<file path="config.mk">
export PLATFORM = sky130hd
export DESIGN_NAME = gam_pin_mux
export DESIGN_NICKNAME = d
export VERILOG_FILES = /design/src/verilog/gam_pkg.sv /design/src/verilog/gam_pin_select.sv /design/src/verilog/gam_pin_mux.sv
export SDC_FILE = /design/constraint.sdc
export NUM_CORES = 1
export LEC_CHECK = 0
export BUFFER_PORTS_ARGS = -buffer_cell sky130_fd_sc_hd__buf_2
export CAP_MARGIN = 20
export CORE_ASPECT_RATIO = 2
export CORE_UTILIZATION = 47
export CTS_CLUSTER_SIZE = 12
export DETAILED_ROUTE_END_ITERATION = 10
export PLACE_DENSITY = 0.79
export SYNTH_ARGS = -nofsm -noshare
export SYNTH_HDL_FRONTEND = slang
export SYNTH_SLANG_ARGS = --single-unit
</file>
<file path="constraint.sdc">
create_clock -name CORE_CLK -period 1.6 [get_ports CORE_CLK]
set_clock_uncertainty 0.15 [all_clocks]
set_input_delay 0 -clock CORE_CLK [delete_from_list [all_inputs] [get_ports CORE_CLK]]
set_output_delay 0 -clock CORE_CLK [all_outputs]
set_load 0.005 [all_outputs]
</file>
<file path="src/verilog/gam_pkg.sv">
package gam_pkg;
   // Register offsets on the serial register port.
   localparam logic [7:0] OFF_TARGET_ADDR = 8'h09;
   localparam logic [7:0] OFF_PIN_FUNC_SEL = 8'h0b;
   localparam logic [7:0] OFF_ADDR_UNLOCK_KEY = 8'h0d;

   // Field positions and widths.
   localparam int SEL_W = 5;
   localparam int PIN0_SEL_LSB = 0;
   localparam int PIN1_SEL_LSB = 8;
   localparam int SEL_STRIDE = 8;
   localparam int ADDR_W = 7;
   localparam int ADDR_LSB = 1;
   localparam logic [15:0] PIN_FUNC_SEL_MASK = 16'h1f1f;

   // Values after reset.
   localparam logic [15:0] PIN_FUNC_SEL_RST = 16'h0000;
   localparam logic [15:0] ADDR_UNLOCK_KEY_RST = 16'h0000;
   localparam logic [6:0] TARGET_ADDR_RST = 7'h32;

   // Pin function select codes.
   localparam logic [4:0] SEL_LEGACY = 5'h00;
   localparam logic [4:0] SEL_CFG_IRQ = 5'h01;
   localparam logic [4:0] SEL_WINDOW = 5'h02;
   localparam logic [4:0] SEL_PULSE_A = 5'h05;
   localparam logic [4:0] SEL_PULSE_B = 5'h06;
   localparam logic [4:0] SEL_PULSE_AB = 5'h07;
   localparam logic [4:0] SEL_DATA_A = 5'h0c;
   localparam logic [4:0] SEL_DATA_B = 5'h0d;
   localparam logic [4:0] SEL_DATA_AB = 5'h0e;
   localparam logic [4:0] SEL_TOGGLE = 5'h0f;
   localparam logic [4:0] SEL_LOW = 5'h10;
   localparam logic [4:0] SEL_HIGH = 5'h11;
   localparam logic [4:0] SEL_OSC = 5'h13;

   // Address unlock key values.
   localparam logic [15:0] KEY_ALWAYS = 16'h04ad;
   localparam logic [15:0] KEY_IF_PIN0 = 16'h44ad;
   localparam logic [15:0] KEY_IF_PIN1 = 16'h84ad;
   localparam logic [15:0] KEY_IF_BOTH = 16'hc4ad;

   // Length of the oscillator synchroniser.
   localparam int SYNC_STAGES = 2;

   // True when a target address write may be taken.
   function automatic logic addr_change_ok(input logic [15:0] key,
                                           input logic pin0,
                                           input logic pin1);
      addr_change_ok = (key == KEY_ALWAYS) ||
                       ((key == KEY_IF_PIN0) && pin0) ||
                       ((key == KEY_IF_PIN1) && pin1) ||
                       ((key == KEY_IF_BOTH) && pin0 && pin1);
   endfunction

   // True for every code that has a defined pin behaviour.
   function automatic logic sel_supported(input logic [4:0] sel);
      sel_supported = (sel <= SEL_WINDOW) ||
                      ((sel >= SEL_PULSE_A) && (sel <= SEL_PULSE_AB)) ||
                      ((sel >= SEL_DATA_A) && (sel <= SEL_HIGH)) ||
                      (sel == SEL_OSC);
   endfunction
endpackage

</file>
<file path="src/verilog/gam_pin_select.sv">
module gam_pin_select (
   input wire logic clk,
   input wire logic rst_n,
   input wire logic [4:0] sel,
   input wire logic legacy_src,
   input wire logic cfg_irq,
   input wire logic irq_invert,
   input wire logic window,
   input wire logic pulse_a,
   input wire logic pulse_b,
   input wire logic data_a,
   input wire logic data_b,
   input wire logic sample_strobe,
   input wire logic osc,
   output logic pin_q
);
   logic toggle_q;
   logic toggle_d;
   logic pin_d;

   always_comb begin
      // The toggle runs in every mode so that a switch to it starts cleanly.
      toggle_d = sample_strobe ? ~toggle_q : toggle_q;
      case (sel)
         // Legacy interrupt source.
         gam_pkg::SEL_LEGACY: pin_d = legacy_src ^ irq_invert;
         // Configured interrupt source.
         gam_pkg::SEL_CFG_IRQ: pin_d = cfg_irq ^ irq_invert;
         gam_pkg::SEL_WINDOW: pin_d = window;
         gam_pkg::SEL_PULSE_A: pin_d = pulse_a;
         gam_pkg::SEL_PULSE_B: pin_d = pulse_b;
         gam_pkg::SEL_PULSE_AB: pin_d = pulse_a | pulse_b;
         gam_pkg::SEL_DATA_A: pin_d = data_a;
         gam_pkg::SEL_DATA_B: pin_d = data_b;
         gam_pkg::SEL_DATA_AB: pin_d = data_a | data_b;
         // Half-rate toggle, pin 0.
         // Half-rate toggle, pin 1.
         gam_pkg::SEL_TOGGLE: pin_d = toggle_d;
         gam_pkg::SEL_LOW: pin_d = 1'b0;
         gam_pkg::SEL_HIGH: pin_d = 1'b1;
         gam_pkg::SEL_OSC: pin_d = osc;
         // Unsupported codes low.
         default: pin_d = 1'b0;
      endcase
   end

   always_ff @(posedge clk) begin
      if (!rst_n) begin
         toggle_q <= 1'b0;
         pin_q <= 1'b0;
      end else begin
         toggle_q <= toggle_d;
         pin_q <= pin_d;
      end
   end
endmodule

</file>
<file path="src/verilog/gam_pin_mux.sv">
// Summary of operation
// Select 0 (reset) puts the legacy interrupt behaviour on pin 0.
// Select 1 puts the configured interrupt signal on pin 0.
// Select 2 drives pin 0 high from first slot start to last slot end.
// Selects 5, 6, 7 give slot A, slot B, or both pulse trains.
// Selects 12, 13, 14 flag data cycles for slot A, B, or either.
// Select 15 inverts pin 0 once per sample.
// Select 15 inverts pin 1 once per sample.
// Codes 16, 17, 19 give constant low, constant high, 32 kHz clock.
// Software writes only the listed select codes.
// Target address changes only when the unlock key permits it.
// Key 04AD always; 44AD, 84AD, C4AD need pin 0, pin 1, both high.
// Host writes 0xAD in the upper byte of an address write.
// Pin 0 interrupt is active high with polarity 0, low with 1.
// Unsupported select codes drive the pin low.
module gam_pin_mux (
   input wire logic CORE_CLK,
   input wire logic RESET_N,
   input wire logic [7:0] REG_ADDR,
   input wire logic REG_WR,
   input wire logic [15:0] REG_WDATA,
   output logic [15:0] REG_RDATA,
   input wire logic LEGACY_IRQ,
   input wire logic LEGACY_DATA_OUT,
   input wire logic CFG_IRQ,
   input wire logic PIN0_POLARITY,
   input wire logic FIRST_SLOT_START,
   input wire logic LAST_SLOT_END,
   input wire logic PULSE_A,
   input wire logic PULSE_B,
   input wire logic DATA_CYCLE_A,
   input wire logic DATA_CYCLE_B,
   input wire logic SAMPLE_STROBE,
   input wire logic OSC_32K,
   output logic AUX_PIN_0,
   output logic AUX_PIN_1,
   output logic [6:0] TARGET_ADDR
);
   logic [15:0] sel_q;
   logic [15:0] sel_d;
   logic [15:0] key_q;
   logic [15:0] key_d;
   logic [6:0] addr_q;
   logic [6:0] addr_d;
   logic [15:0] rdata_q;
   logic [15:0] rdata_d;
   logic window_q;
   logic window_d;
   logic [gam_pkg::SYNC_STAGES-1:0] osc_sync_q;
   logic [gam_pkg::SYNC_STAGES-1:0] osc_sync_d;
   logic [1:0] pin_q;
   logic [1:0] legacy_src;
   logic addr_wr;
   logic addr_ok;

   assign legacy_src = {LEGACY_DATA_OUT, LEGACY_IRQ};
   assign addr_wr = REG_WR && (REG_ADDR == gam_pkg::OFF_TARGET_ADDR);
   assign addr_ok = gam_pkg::addr_change_ok(key_q, pin_q[0], pin_q[1]);

   always_comb begin
      sel_d = sel_q;
      key_d = key_q;
      addr_d = addr_q;
      if (REG_WR && (REG_ADDR == gam_pkg::OFF_PIN_FUNC_SEL)) begin
         sel_d = REG_WDATA & gam_pkg::PIN_FUNC_SEL_MASK;
      end
      if (REG_WR && (REG_ADDR == gam_pkg::OFF_ADDR_UNLOCK_KEY)) begin
         key_d = REG_WDATA;
      end
      // Gated address change.
      // Key checks the pin levels now driven.
      if (addr_wr && addr_ok) begin
         addr_d = REG_WDATA[gam_pkg::ADDR_LSB +: gam_pkg::ADDR_W];
      end
      unique case (REG_ADDR)
         gam_pkg::OFF_PIN_FUNC_SEL: rdata_d = sel_q;
         gam_pkg::OFF_ADDR_UNLOCK_KEY: rdata_d = key_q;
         gam_pkg::OFF_TARGET_ADDR: rdata_d = {8'h00, addr_q, 1'b0};
         default: rdata_d = 16'h0000;
      endcase
   end

   always_ff @(posedge CORE_CLK) begin
      if (!RESET_N) begin
         sel_q <= gam_pkg::PIN_FUNC_SEL_RST;
         key_q <= gam_pkg::ADDR_UNLOCK_KEY_RST;
         addr_q <= gam_pkg::TARGET_ADDR_RST;
         rdata_q <= 16'h0000;
      end else begin
         sel_q <= sel_d;
         key_q <= key_d;
         addr_q <= addr_d;
         rdata_q <= rdata_d;
      end
   end

   always_comb begin
      // Window set and clear.
      // A start and an end in one cycle is an empty window, so the end wins.
      window_d = window_q;
      if (FIRST_SLOT_START) begin
         window_d = 1'b1;
      end
      if (LAST_SLOT_END) begin
         window_d = 1'b0;
      end
      // The oscillator runs on its own clock and is resynchronised here.
      osc_sync_d = {osc_sync_q[gam_pkg::SYNC_STAGES-2:0], OSC_32K};
   end

   always_ff @(posedge CORE_CLK) begin
      if (!RESET_N) begin
         window_q <= 1'b0;
         osc_sync_q <= '0;
      end else begin
         window_q <= window_d;
         osc_sync_q <= osc_sync_d;
      end
   end

   // Polarity inverts pin 0 only.
   // Per-pin selectors.
   // Data cycle flags.
   // Constants and oscillator.
   for (genvar i = 0; i < 2; i++) begin : g_pin
      gam_pin_select u_sel (
         .clk(CORE_CLK),
         .rst_n(RESET_N),
         .sel(sel_q[i*gam_pkg::SEL_STRIDE +: gam_pkg::SEL_W]),
         .legacy_src(legacy_src[i]),
         .cfg_irq(CFG_IRQ),
         .irq_invert((i == 0) ? PIN0_POLARITY : 1'b0),
         .window(window_q),
         .pulse_a(PULSE_A),
         .pulse_b(PULSE_B),
         .data_a(DATA_CYCLE_A),
         .data_b(DATA_CYCLE_B),
         .sample_strobe(SAMPLE_STROBE),
         .osc(osc_sync_q[gam_pkg::SYNC_STAGES-1]),
         .pin_q(pin_q[i])
      );
   end

   assign AUX_PIN_0 = pin_q[0];
   assign AUX_PIN_1 = pin_q[1];
   assign TARGET_ADDR = addr_q;
   assign REG_RDATA = rdata_q;

   logic [4:0] sel0;
   logic [4:0] sel1;
   assign sel0 = sel_q[gam_pkg::PIN0_SEL_LSB +: gam_pkg::SEL_W];
   assign sel1 = sel_q[gam_pkg::PIN1_SEL_LSB +: gam_pkg::SEL_W];

   a_legacy_pin0: assert property (
      @(posedge CORE_CLK) disable iff (!RESET_N)
      (sel0 == 5'h00) |=> (AUX_PIN_0 == ($past(LEGACY_IRQ) ^ $past(PIN0_POLARITY))))
      else $error("Pin 0 does not follow the legacy interrupt.");

   a_cfg_irq_pin0: assert property (
      @(posedge CORE_CLK) disable iff (!RESET_N)
      (sel0 == 5'h01 && !PIN0_POLARITY) |=> (AUX_PIN_0 == $past(CFG_IRQ)))
      else $error("Pin 0 does not follow the configured interrupt.");

   a_polarity_low: assert property (
      @(posedge CORE_CLK) disable iff (!RESET_N)
      (sel0 == 5'h01 && PIN0_POLARITY) |=> (AUX_PIN_0 != $past(CFG_IRQ)))
      else $error("Pin 0 interrupt not inverted for active low.");

   a_window_open: assert property (
      @(posedge CORE_CLK) disable iff (!RESET_N)
      (sel0 == 5'h02 && FIRST_SLOT_START && !LAST_SLOT_END) ##1 (sel0 == 5'h02)
      |=> AUX_PIN_0)
      else $error("Pin 0 window did not open two cycles after slot start.");

   a_window_close: assert property (
      @(posedge CORE_CLK) disable iff (!RESET_N)
      (sel0 == 5'h02 && LAST_SLOT_END) ##1 (sel0 == 5'h02 && !FIRST_SLOT_START)
      |=> !AUX_PIN_0)
      else $error("Pin 0 window did not close after last slot end.");

   a_pulse_both: assert property (
      @(posedge CORE_CLK) disable iff (!RESET_N)
      (sel1 == 5'h07) |=> (AUX_PIN_1 == ($past(PULSE_A) | $past(PULSE_B))))
      else $error("Pin 1 does not carry both pulse trains.");

   a_pulse_a_only: assert property (
      @(posedge CORE_CLK) disable iff (!RESET_N)
      (sel0 == 5'h05) |=> (AUX_PIN_0 == $past(PULSE_A)))
      else $error("Pin 0 does not carry the slot A pulse train.");

   a_data_either: assert property (
      @(posedge CORE_CLK) disable iff (!RESET_N)
      (sel0 == 5'h0e) |=> (AUX_PIN_0 == ($past(DATA_CYCLE_A) | $past(DATA_CYCLE_B))))
      else $error("Pin 0 does not flag data cycles of either slot.");

   a_data_b_only: assert property (
      @(posedge CORE_CLK) disable iff (!RESET_N)
      (sel1 == 5'h0d) |=> (AUX_PIN_1 == $past(DATA_CYCLE_B)))
      else $error("Pin 1 does not flag slot B data cycles.");

   a_toggle_pin0: assert property (
      @(posedge CORE_CLK) disable iff (!RESET_N)
      (sel0 == 5'h0f) ##1 (sel0 == 5'h0f && SAMPLE_STROBE) |=> $changed(AUX_PIN_0))
      else $error("Pin 0 did not invert on a sample.");

   a_toggle_hold0: assert property (
      @(posedge CORE_CLK) disable iff (!RESET_N)
      (sel0 == 5'h0f) ##1 (sel0 == 5'h0f && !SAMPLE_STROBE) |=> $stable(AUX_PIN_0))
      else $error("Pin 0 changed without a sample.");

   a_toggle_pin1: assert property (
      @(posedge CORE_CLK) disable iff (!RESET_N)
      (sel1 == 5'h0f) ##1 (sel1 == 5'h0f && SAMPLE_STROBE) |=> $changed(AUX_PIN_1))
      else $error("Pin 1 did not invert on a sample.");

   a_const_levels: assert property (
      @(posedge CORE_CLK) disable iff (!RESET_N)
      (sel1 == 5'h10 || sel1 == 5'h11) |=> (AUX_PIN_1 == $past(sel1[0])))
      else $error("Pin 1 constant level wrong.");

   a_osc_route: assert property (
      @(posedge CORE_CLK) disable iff (!RESET_N)
      (sel0 == 5'h13) [*3] |-> (AUX_PIN_0 == $past(OSC_32K, 3)))
      else $error("Pin 0 does not carry the oscillator three cycles late.");

   a_unsupported_low: assert property (
      @(posedge CORE_CLK) disable iff (!RESET_N)
      !gam_pkg::sel_supported(sel1) |=> !AUX_PIN_1)
      else $error("Pin 1 not low under an unsupported code.");

   a_addr_locked: assert property (
      @(posedge CORE_CLK) disable iff (!RESET_N)
      (addr_wr && key_q == 16'h0000) |=> $stable(TARGET_ADDR))
      else $error("Target address changed without a key.");

   a_addr_always: assert property (
      @(posedge CORE_CLK) disable iff (!RESET_N)
      (addr_wr && key_q == 16'h04ad) |=> (TARGET_ADDR == $past(REG_WDATA[7:1])))
      else $error("Target address not taken under the always key.");

   a_addr_gated_pin0: assert property (
      @(posedge CORE_CLK) disable iff (!RESET_N)
      (addr_wr && key_q == 16'h44ad && !AUX_PIN_0) |=> $stable(TARGET_ADDR))
      else $error("Target address taken with pin 0 low.");

   a_addr_both_pins: assert property (
      @(posedge CORE_CLK) disable iff (!RESET_N)
      (addr_wr && key_q == 16'hc4ad && AUX_PIN_0 && AUX_PIN_1)
      |=> (TARGET_ADDR == $past(REG_WDATA[7:1])))
      else $error("Target address refused with both pins high.");

   a_read_select: assert property (
      @(posedge CORE_CLK) disable iff (!RESET_N)
      (REG_ADDR == 8'h0b && !REG_WR) |=> (REG_RDATA == $past(sel_q)))
      else $error("Select register read back wrong.");

   a_pulse_b_only: assert property (
      @(posedge CORE_CLK) disable iff (!RESET_N)
      (sel0 == 5'h06) |=> (AUX_PIN_0 == $past(PULSE_B)))
      else $error("Pin 0 does not carry the slot B pulse train.");

   a_data_a_only: assert property (
      @(posedge CORE_CLK) disable iff (!RESET_N)
      (sel0 == 5'h0c) |=> (AUX_PIN_0 == $past(DATA_CYCLE_A)))
      else $error("Pin 0 does not flag slot A data cycles.");

   a_toggle_hold1: assert property (
      @(posedge CORE_CLK) disable iff (!RESET_N)
      (sel1 == 5'h0f) ##1 (sel1 == 5'h0f && !SAMPLE_STROBE) |=> $stable(AUX_PIN_1))
      else $error("Pin 1 changed without a sample.");

   a_const_pin0: assert property (
      @(posedge CORE_CLK) disable iff (!RESET_N)
      (sel0 == 5'h10 || sel0 == 5'h11) |=> (AUX_PIN_0 == $past(sel0[0])))
      else $error("Pin 0 constant level wrong.");

   a_osc_pin1: assert property (
      @(posedge CORE_CLK) disable iff (!RESET_N)
      (sel1 == 5'h13) [*3] |-> (AUX_PIN_1 == $past(OSC_32K, 3)))
      else $error("Pin 1 does not carry the oscillator three cycles late.");

   a_unsupported_pin0: assert property (
      @(posedge CORE_CLK) disable iff (!RESET_N)
      !gam_pkg::sel_supported(sel0) |=> !AUX_PIN_0)
      else $error("Pin 0 not low under an unsupported code.");

   a_addr_bad_key: assert property (
      @(posedge CORE_CLK) disable iff (!RESET_N)
      (addr_wr && key_q != 16'h04ad && key_q != 16'h44ad && key_q != 16'h84ad
       && key_q != 16'hc4ad) |=> $stable(TARGET_ADDR))
      else $error("Target address changed under an invalid key.");

   a_addr_no_write: assert property (
      @(posedge CORE_CLK) disable iff (!RESET_N)
      !addr_wr |=> $stable(TARGET_ADDR))
      else $error("Target address changed without an address write.");

   a_addr_gated_pin1: assert property (
      @(posedge CORE_CLK) disable iff (!RESET_N)
      (addr_wr && key_q == 16'h84ad && !AUX_PIN_1) |=> $stable(TARGET_ADDR))
      else $error("Target address taken with pin 1 low.");

   a_addr_pin0_high: assert property (
      @(posedge CORE_CLK) disable iff (!RESET_N)
      (addr_wr && key_q == 16'h44ad && AUX_PIN_0)
      |=> (TARGET_ADDR == $past(REG_WDATA[7:1])))
      else $error("Target address refused with pin 0 high.");

   a_read_key: assert property (
      @(posedge CORE_CLK) disable iff (!RESET_N)
      (REG_ADDR == 8'h0d && !REG_WR) |=> (REG_RDATA == $past(key_q)))
      else $error("Key register read back wrong.");
endmodule

</file>
---- After elaboration in Yosys (flattened, before gate mapping) ----
Index checks and enable logic that the tools add are counted.
storage, ports and cells
  register bits ........................... 56
  bits of input ports ..................... 39
  output and inout bits ................... 25
cells by class
  equality and inequality tests ........... 29
  muxes and demuxes ....................... 5
  bitwise gates (word level) .............. 7
  reduce and logical (&&, ||, !) cells .... 14
operator list
  kind                    count
  $pmux W16 S3            1
  $eq A5 B4 Y1 const B    8
  $eq A16 B16 Y1 const B  2
  $eq A5 B3 Y1 const B    6
  $eq A8 B4 Y1 const B    3
  $pmux W1 S12            2
  $eq A5 B5 Y1 const B    4
  $eq A16 B11 Y1 const B  1
  $eq A16 B15 Y1 const B  1
  $eq A5 B1 Y1 const B    2
  $eq A5 B2 Y1 const B    2
  $logic_not A5 Y1        2
  $logic_and A1 B1 Y1     8
  $logic_or A1 B1 Y1      3
  $not A1 Y1              3
  $mux W1                 2
  $or A1 B1 Y1            2
  $reduce_or A2 Y1        1
  $xor A1 B1 Y1           2

---- Longest topological paths before layout ----
  word-level depth ........................ 6
  gate-level depth with buffers ........... 6
  gate-level depth less buffers ........... 4

---- Hierarchy ----
Synthesis repeated with hierarchy kept, for this count alone.
unflattened totals
  cell total of the unflattened synthesis .. 264
  area, all modules ....................... 2492.4 um^2
by module, submodules not included
  module          times used  cells an instance  area each (um^2)  sequential area each (um^2)
  gam_pin_mux     1           200                1996.9            1041.0
  gam_pin_select  2           32                 247.7             40.0

---- Worst setup path after synthesis ----
Ideal clock, no wire load.
  path kind ............................... reg2reg
  start ................................... register sel_q[9]
  end ..................................... register g_pin[1].u_sel.pin_q
  setup time .............................. 0.070 ns
  arrival ................................. 1.470 ns
  required time ........................... 1.380 ns
  path slack .............................. -0.090 ns
  stages on the path, launching flop included .. 5
  path buffers ............................ 1
  clock period less this slack ............ 1.690 ns
  cells stage by stage .................... dfxtp_1 > clkbuf_1 > mux4_2 > or3_1 > a21oi_1
on the way
  longest elaborated chain between the ends .. 2
  elaborated cells between the ends (all ways) .. 13
  classes of those cells .................. 11 x eq/ne; 1 x mux; 1 x reduce/logical
ends and longest elaborated chain
  item                                  RTL line              text
  start, declared                       gam_pin_mux.sv:39     logic [15:0] sel_q;
  start signal, assigned                gam_pin_mux.sv:85     sel_q <= gam_pkg::PIN_FUNC_SEL_RST;
  start signal, assigned                gam_pin_mux.sv:90     sel_q <= sel_d;
  $eq A5 B5 Y1 (tied with other cells)  gam_pin_select.sv:24  case (sel)
  $pmux W1 S12 *                        gam_pin_select.sv:24
  end signal, assigned                  gam_pin_select.sv:53  pin_q <= pin_d;
  end, declared                         gam_pin_select.sv:15  output logic pin_q
Mark *: on every way between the ends. The rest lies on a longest branch, timed or not.
A chain may end at the register's enable or synchronous reset.

---- Worst setup path in the final report ----
  start ................................... register key_q[9]
  end ..................................... register addr_q[4], in the netlist TARGET_ADDR[4]
on the way
  longest elaborated chain between the ends .. 6
  elaborated cells between the ends (all ways) .. 12
  classes of those cells .................. 4 x eq/ne; 8 x reduce/logical
ends and longest elaborated chain
  item                    RTL line           text
  start, declared         gam_pin_mux.sv:41  logic [15:0] key_q;
  start signal, assigned  gam_pin_mux.sv:86  key_q <= gam_pkg::ADDR_UNLOCK_KEY_RST;
  start signal, assigned  gam_pin_mux.sv:91  key_q <= key_d;
  $eq A16 B15 Y1          gam_pkg.sv:50      ((key == KEY_IF_PIN0) && pin0) ||
  $logic_and A1 B1 Y1     gam_pkg.sv:50
  $logic_or A1 B1 Y1      gam_pkg.sv:49      addr_change_ok = (key == KEY_ALWAYS) ||
  $logic_or A1 B1 Y1      gam_pkg.sv:50
  $logic_or A1 B1 Y1 *    gam_pkg.sv:51      ((key == KEY_IF_PIN1) && pin1) ||
  $logic_and A1 B1 Y1 *   gam_pin_mux.sv:72  if (addr_wr && addr_ok) begin
  end signal, assigned    gam_pin_mux.sv:87  addr_q <= gam_pkg::TARGET_ADDR_RST;
  end signal, assigned    gam_pin_mux.sv:92  addr_q <= addr_d;
  end, declared           gam_pin_mux.sv:43  logic [6:0] addr_q;
Marks and branches as above.

==> results.yml <==
status:
  failed_checks: "negative setup slack"
  status: "complete, but fails checks"
pwr:
  p_leak_uw: 0.00136
  power_density_mw_per_mm2: 735
  ir_drop_mv: 0.784
sta:
  tightest_slew_ps: 775
  hold_ws_ps: 14.8
  final.min_clock_period_ps: 1660
  timing.fmax_mhz: 602
  setup_viol: 8
  finalHoldViolCount: 0
  rsz0062_at_grt: "yes"
  period_share_pct: 104
  slew_viol_final: 0
  slew_headroom_pct: 48.2
  tns_ps: -285
  worst_slack_ps: -59.9
grt:
  grt_max_degree: 48
  antenna_found_initial: 0
  overflow: 0
  track_usage_pct: 23.4
  grt_pass1_vias: 2239
  grt_pass1_wl_um: 9810
setup_path:
  worst_r2r_path_depth: 5
  worstPathRequired_ps: 1690
  r2r_slack_ps: -60
  worstReg2RegStart: "key_q[9]"
  worst_ep_arrival_time_ps: 1750
  r2r_end: "TARGET_ADDR[4]"
  endpoint: "TARGET_ADDR[4]"
  critPathCaptureType: "flip-flop"
  path_class: "flip-flop to flip-flop"
  cp_max_fo: 7
  cp-startpoint: "key_q[9]"
  setup.worst_path.start_class: "flip-flop"
drt:
  vias: 2197
  drt-pass1-iter-count: 4
  routed_wl_um: 6080
  drtIter0Drc: 55
  wl_per_cell_um: 14.5
  viasPerCell: 5.24
  postRouteAntennaNets: 0
  drc: 0
yosys:
  synth-edff-count: 0
  synthArstFlopShare_pct: 0
  yosysSeqAreaShare_pct: 44.7
  syn_avg_cell_area_um2: 9.76
  synth_cell_types: 41
  yosys_warnings: 0
  synth_area_leader_cell: "dfxtp_1"
  yosys.area.top_type_share_pct: 44.7
  netlist_top_cells_area: "dfxtp_1, mux2i_1, nor2b_1"
  synth-seq-cells: 56
  syn_inst: 257
  synthFlopType: "dfxtp_1"
  syn_area_mm2: 0.00251
  synth_nets: 296
die:
  start_util_pct: 48.8
  ios: 64
  die-width_um: 53.7
  rows: 37
  chipHeight_um: 105
  core-area_mm2: 0.00514
  dieArea_mm2: 0.00565
layout:
  final_layout_size_suffix_gt1_share_pct: 33.5
  postLayoutCellArea_mm2: 0.00347
  n_antenna_cell: 0
  syn2layout_area_growth_pct: 38.4
  layout.nets: 399
  post-route-util_pct: 67.5
clock_tree:
  h-tree-depth: 2
  cts_tree: "done"
  cts_made_buffers: 5
  clk_pin_slew_ps: 100
  clockBufferDepth: 2
  cts_root_buf: "clkbuf_8"
  insertion_delay_ps: 310
  clkSinkCount: 56
placement:
  routabilityCongestion: 0.844
  place_area_mm2: 0.00308
  post-dp-hpwl_um: 4370
  portBuffers: 63
min_path:
  hold_start: "DATA_CYCLE_B"
  holdCritPathClass: "primary input to flip-flop"
run:
  maxCapViolations: 0
Yosys cell counts, types with 2 or more instances:
library cell	count
and3_1	3
xnor2_1	3
nor2_1	22
nand2_1	12
nor3_1	5
nor3b_1	5
or3_1	2
nand3_1	3
nor4bb_1	2
inv_1	4
dfxtp_1	56
clkbuf_1	15
nor4b_1	2
mux2i_1	40
a22oi_1	8
and2_1	3
a21oi_1	8
nand2b_1	3
o221ai_1	3
nor2b_1	37
area by class of cell:
type	instances	area (µm²)
multi-input combinational	178	1350
inverter	4	15.0
timing repair buffer	115	796
tap	58	72.6
clock buffer	6	72.6
sequential	56	1130
clock inverter	2	35.0
fill	424	1670
what timing repair did:
action / CTS / global route
setup endpoints to repair: 8 / 9
hold endpoints to repair: 40 / 0
setup buffers: 1 / 0
pin swaps: 2 / 0
resized for setup: 11 / 4
hold buffers: 21 / 0
flip-flops by register name (all words and copies together) (netlist names):
name and cells:
TARGET_ADDR 7, g_pin.u_sel.toggle_q 2, key_q 16, osc_sync_q 2
g_pin.u_sel.pin_q 2, sel_q 10, REG_RDATA 16, window_q 1
through the flow:
step / power, µW / cells / worst slack (ps)
3_5_place_dp: 1620 / 389 / -191
6_report: 2550 / 419 / -59.9
2_1_floorplan: 1530 / 257 / -36.8
4_1_cts: 2570 / 419 / -74.5
5_1_grt: 2650 / 419 / -143
3_3_place_gp: 1620 / 389 / -118
report_power, final:
group	switching (µW)	internal (µW)
clock network	452	465
logic	96.7	123
registers	7.52	1410
logic make-up after synthesis:
logic type	after synthesis	synth area share, %
xor+xnor	4	1.40
mux	41	16.9
simple gates	103	24.1
buf+inv	23	4.59
compound gates	30	8.33
flops	56	44.7
worst max-delay path: stages, from the launching register on:
cell,delay [ps]
dfxtp_2,350
nor4b_4,310
nand3_2,130
nor4_4,280
buf_12,170
mux2i_1,190
how the worst min path moves through the flow:
stage                                 to  slack [ps]  cells past startpoint
global route        g_pin[0].u_sel.pin_q          30                      4
detailed placement              window_q          20                      2
global placement                window_q          10                      2
CTS                 g_pin[0].u_sel.pin_q          10                      4
finish              g_pin[0].u_sel.pin_q          10                      4
floorplan                       window_q         -70                      1
layout by cell type (no fill, tap or decap), types with 5 or more instances in the layout:
cell type / synthesis / final
buf_2: 1 / 63
nor2b_1: 37 / 36
nor3_1: 5 / 5
mux2i_1: 40 / 40
nor2_1: 22 / 22
clkbuf_8: 0 / 5
dfxtp_2: 0 / 6
dlygate4sd3_1: 0 / 21
buf_4: 1 / 28
a21oi_1: 8 / 7
dfxtp_1: 56 / 50
a22oi_1: 8 / 8
nand2_1: 12 / 12
per-layer routing:
metal	global-route usage (%)	share of wire, %	vias up
met5	0	0	-
met4	11.1	1.9	0
met3	3.32	3.9	9
met2	41.8	55	70
met1	25.0	39	1027
li1	-	-	1091
No activity file was read; power rests on OpenSTA's default activity.
